`config.mk`:
```
export PLATFORM = sky130hd
export DESIGN_NAME = ctf_plant
export DESIGN_NICKNAME = d
export VERILOG_FILES = /design/src/ctf_plant.sv
export SDC_FILE = /design/constraint.sdc
export NUM_CORES = 1
export LEC_CHECK = 0
export ABC_CLOCK_PERIOD_IN_PS = 800
export BUFFER_PORTS_ARGS = -buffer_cell sky130_fd_sc_hd__buf_2
export CORE_AREA = 2 2 545 547
export DETAILED_ROUTE_END_ITERATION = 7
export DIE_AREA = 0 0 547 549
export HOLD_SLACK_MARGIN = 0.02
export SLEW_MARGIN = 20
export SYNTH_ARGS = -nofsm -noshare
export SYNTH_HDL_FRONTEND = slang
export SYNTH_SLANG_ARGS = --single-unit
```
`constraint.sdc`:
```
create_clock -name hclk -period 0.8 [get_ports hclk]
set_input_delay 0.16 -clock hclk [delete_from_list [all_inputs] [get_ports hclk]]
set_output_delay 0.16 -clock hclk [all_outputs]
set_load 0.01 [all_outputs]
```
`src/ctf_plant.sv`:
```
// Far-side model: the relay's live internal signal bus.
// Assumes one clock; run lets the bus rotate every cycle.
module ctf_plant (
  input wire logic hclk,
  input wire logic run,
  output logic [1407:0] internal_signal_bus
);
  timeunit 1ns;
  timeprecision 1ps;
  // ****************************************
  // Signal pattern
  // ****************************************
  initial internal_signal_bus = {88{16'hA5C3}};
  // Rotating, so a latched monitor output would be caught
  always @(posedge hclk) begin
    if (run) begin
      internal_signal_bus <= {internal_signal_bus[1406:0], internal_signal_bus[1407]};
    end
  end
endmodule : ctf_plant
```
* Yosys cells after proc, flatten, opt, wreduce, memory -nomap -nowiden
Cells that the tools add are included.
Widths: inputs -> output; s select.
** Storage, ports and cells
- Bits in registers :: 1408
- Input bits :: 2
- Output and inout bits :: 1408
- Logic and storage cells :: 1

* Longest topological paths before layout
- Depth after elaboration :: 0
- Mapped depth :: 0
- Gate-level depth less buffers :: 0

* Worst setup path after synthesis
Ideal clock, no wire load.
- Path type :: register to register
- From :: register internal_signal_bus[1407]
- To :: register internal_signal_bus[0] (data pin)
- Library setup time :: 0.288 ns
- Data arrival time :: 0.403 ns
- Data required time :: 0.512 ns
- Path slack :: 0.108 ns
- Cell stages (with the launch flop) :: 1
- Path buffers :: 0
- Period minus slack after synthesis :: 0.692 ns
- Cells stage by stage :: edfxtp_1
** RTL lines
- start, declared :: line 6 : output logic [1407:0] internal_signal_bus
- start signal, assigned :: line 17 : internal_signal_bus <= {internal_signal_bus[1406:0], internal_signal_bus[1407]};
No word-level cell between the ends.

* Worst setup path after layout
- From :: register internal_signal_bus[635]
- To :: output port internal_signal_bus[635]
No word-level cell between the ends.

==> results_dict.tcl <==
set metrics [dict create \
    die_w_um 547 \
    clkLatencyLatePin_ns 0.80 \
    rsz0062_at_grt "true" \
    wirelength_um 158000 \
    ys_seq_elements 1408 \
    area_growth_pct 62.5 \
    top_regs "internal_signal_bus (1408)" \
    root_buffer "clkbuf_16" \
    wl_per_cell_um 20.0 \
    synth_area_leaders "edfxtp_1" \
    reg2reg_slack_ns -0.33 \
    drtIter0Drc 2257 \
    routabilityCongestion 0.973 \
    critPathRequiredTime_ns 0.64 \
    crit_type "reg2out" \
    seq_area_frac_synth_pct 100 \
    grt_use_met1_pct 10.4 \
    startpoint "internal_signal_bus[635]" \
    grt-ovfl-total 0 \
    dieArea_um2 300000 \
    slowest_delay_ns 0.57 \
    drv_slew 0 \
    yosysTopAreaCell "edfxtp_1" \
    io-pin-count 1410 \
    critPathMaxFanout 2 \
    start_util_pct 14.3 \
    post-route-drc-count 0 \
    clk_pin_slew_ns 0.06 \
    hp-class "in2reg" \
    met2_usage_pct 16.5 \
    vias 25708 \
    worst_slew_pin_slew_ns 0.793 \
    mostFrequentLayoutCells "edfxtp_1, buf_2, buf_4" \
    syn-cell-area_um2 42300 \
    top_register "internal_signal_bus" \
    comb.multi_input.count 0 \
    drv_cap 0 \
    cts.path.max_buffers 4 \
    coreArea_um2 295000 \
    failed_checks "negative hold slack, negative setup slack" \
    antenna_found_initial 12 \
    synth_top_area_share_pct 100 \
    cp.arrival_ns 1.59 \
    port_buffers 1409 \
    switchingPower_mw 40.3 \
    ir_drop_uv 1990 \
    grt_pass1_wl_um 202000 \
    power_frac_seq_pct 51.2 \
    max_slew_margin_pct 46.9 \
    largest_reg_flops 1408 \
    synth_cells 1408 \
    swShare_pct 23.2 \
    routed_via_density 3.26 \
    hpwl_um 115000 \
    end_kind "output port" \
    cts_tree "built" \
    yosys_warnings 0 \
    fillCellCount 29975 \
    r2r_start "internal_signal_bus[934]" \
    grt_pass1_vias 24559 \
    combPwrFrac_pct 7.8 \
    power.density_nw_per_um2 2530 \
    cts_buffers 153 \
    outcome "finished with violations" \
    timing.final.ws_setup_ns -0.952 \
    row_count 200 \
    crit_chain "buf_2" \
    fmax_mhz 571 \
    synth.distinct_cells 1 \
    min_period_ns 1.75 \
    drt-pass1-iter-count 7 \
    syn_nets 1410 \
    grt_max_degree 60 \
    fin_skew_ns 0.0498 \
    total_leakage_power_nw 26.9 \
    hold-worst-slack_ns -0.111 \
    cp_top_family "flip-flops" \
    fin_crit_sh_pct 219 \
    worstHoldStart "run" \
    die_h_um 549 \
    clock_sinks 1408 \
    final_antenna_net_count 0 \
    cp.buffers_inverters 1 \
    register_area_um2 42300 \
    track_usage_pct 9.52 \
    finalSetupViolations 1994 \
    nets 3824 \
    layout-drive-gt1-share_pct 63.0 \
    layout_commonest_cell "edfxtp_1" \
    crit_slowest_cell "edfxtp_1" \
    cts_hold_buf 7 \
    grt_use_met3_pct 3.21 \
    intPower_mw 133 \
    postLayoutCoreUtil_pct 23.3 \
    cts_max_level 4 \
    multi_input_area_um2 0 \
    final-hold-violation-count 88 \
    worst_setup_path_start_kind "flip-flop" \
    pwr-share-clk_pct 41.0 \
    gr-max-usage-layer "met2" \
    syn_avg_cell_area_um2 30.0 \
]
==> cell usage after synthesis <==
| master | n |
|---|---|
| edfxtp_1 | 1408 |
==> final timing paths <==
path	endpoint	cells after the start
worst max-delay path	internal_signal_bus[635]	1
worst min-delay path	internal_signal_bus[1321]	2
worst max register to register	internal_signal_bus[935]	3
worst min register to register	internal_signal_bus[335]	0
==> power by group through the flow <==
stage	clock (mW)	combinational, mW	sequential (mW)
after floorplan	0	0	91.1
after global placement	0	9.49	90.4
after detailed placement	0	9.56	90.5
after CTS	73.0	12.5	88.8
after global routing	75.9	14.1	89.3
final	71.2	13.5	89.0
==> repair_timing <==
action / in CTS / in global routing
endpoints found under the hold margin: 345 / 141
setup endpoints to repair: 1483 / 1978
setup buffers: 490 / 206
gates resized for setup: 421 / 146
==> logic make-up after synthesis <==
| family | count (synthesis) | synth area share, % |
|---|---|---|
| flip-flops | 1408 | 100 |
==> layer usage <==
layer / vias up / wire (um)
met1: 13072 / 56000
met2: 1700 / 77900
li1: 10644 / -
met4: 0 / 8270
met5: - / 0
met3: 292 / 15300
==> layout make-up <==
cell class / instances / area share, %
clock inverters: 104 / 1.64
repair buffers: 2259 / 24.0
well taps: 3939 / 7.17
flip-flops and latches: 1408 / 61.5
clock buffers: 167 / 5.65
diodes: 4 / 0.0146
==> metrics by stage <==
step                power (mW)  cells  instance area [um2]  setup slack [ns]  setup TNS [ns]
finish                     174   7881                68700            -0.952        -1150.78
global placement          99.9   6904                56100            -0.493         -527.15
floorplan                 91.1   1408                42300             0.108               0
detailed placement         100   6904                56100            -0.529         -547.14
CTS                        174   7672                66400             -1.04        -1293.14
global route               179   7877                68700             -1.02        -1308.20
Power figures use the tool's default switching activity.
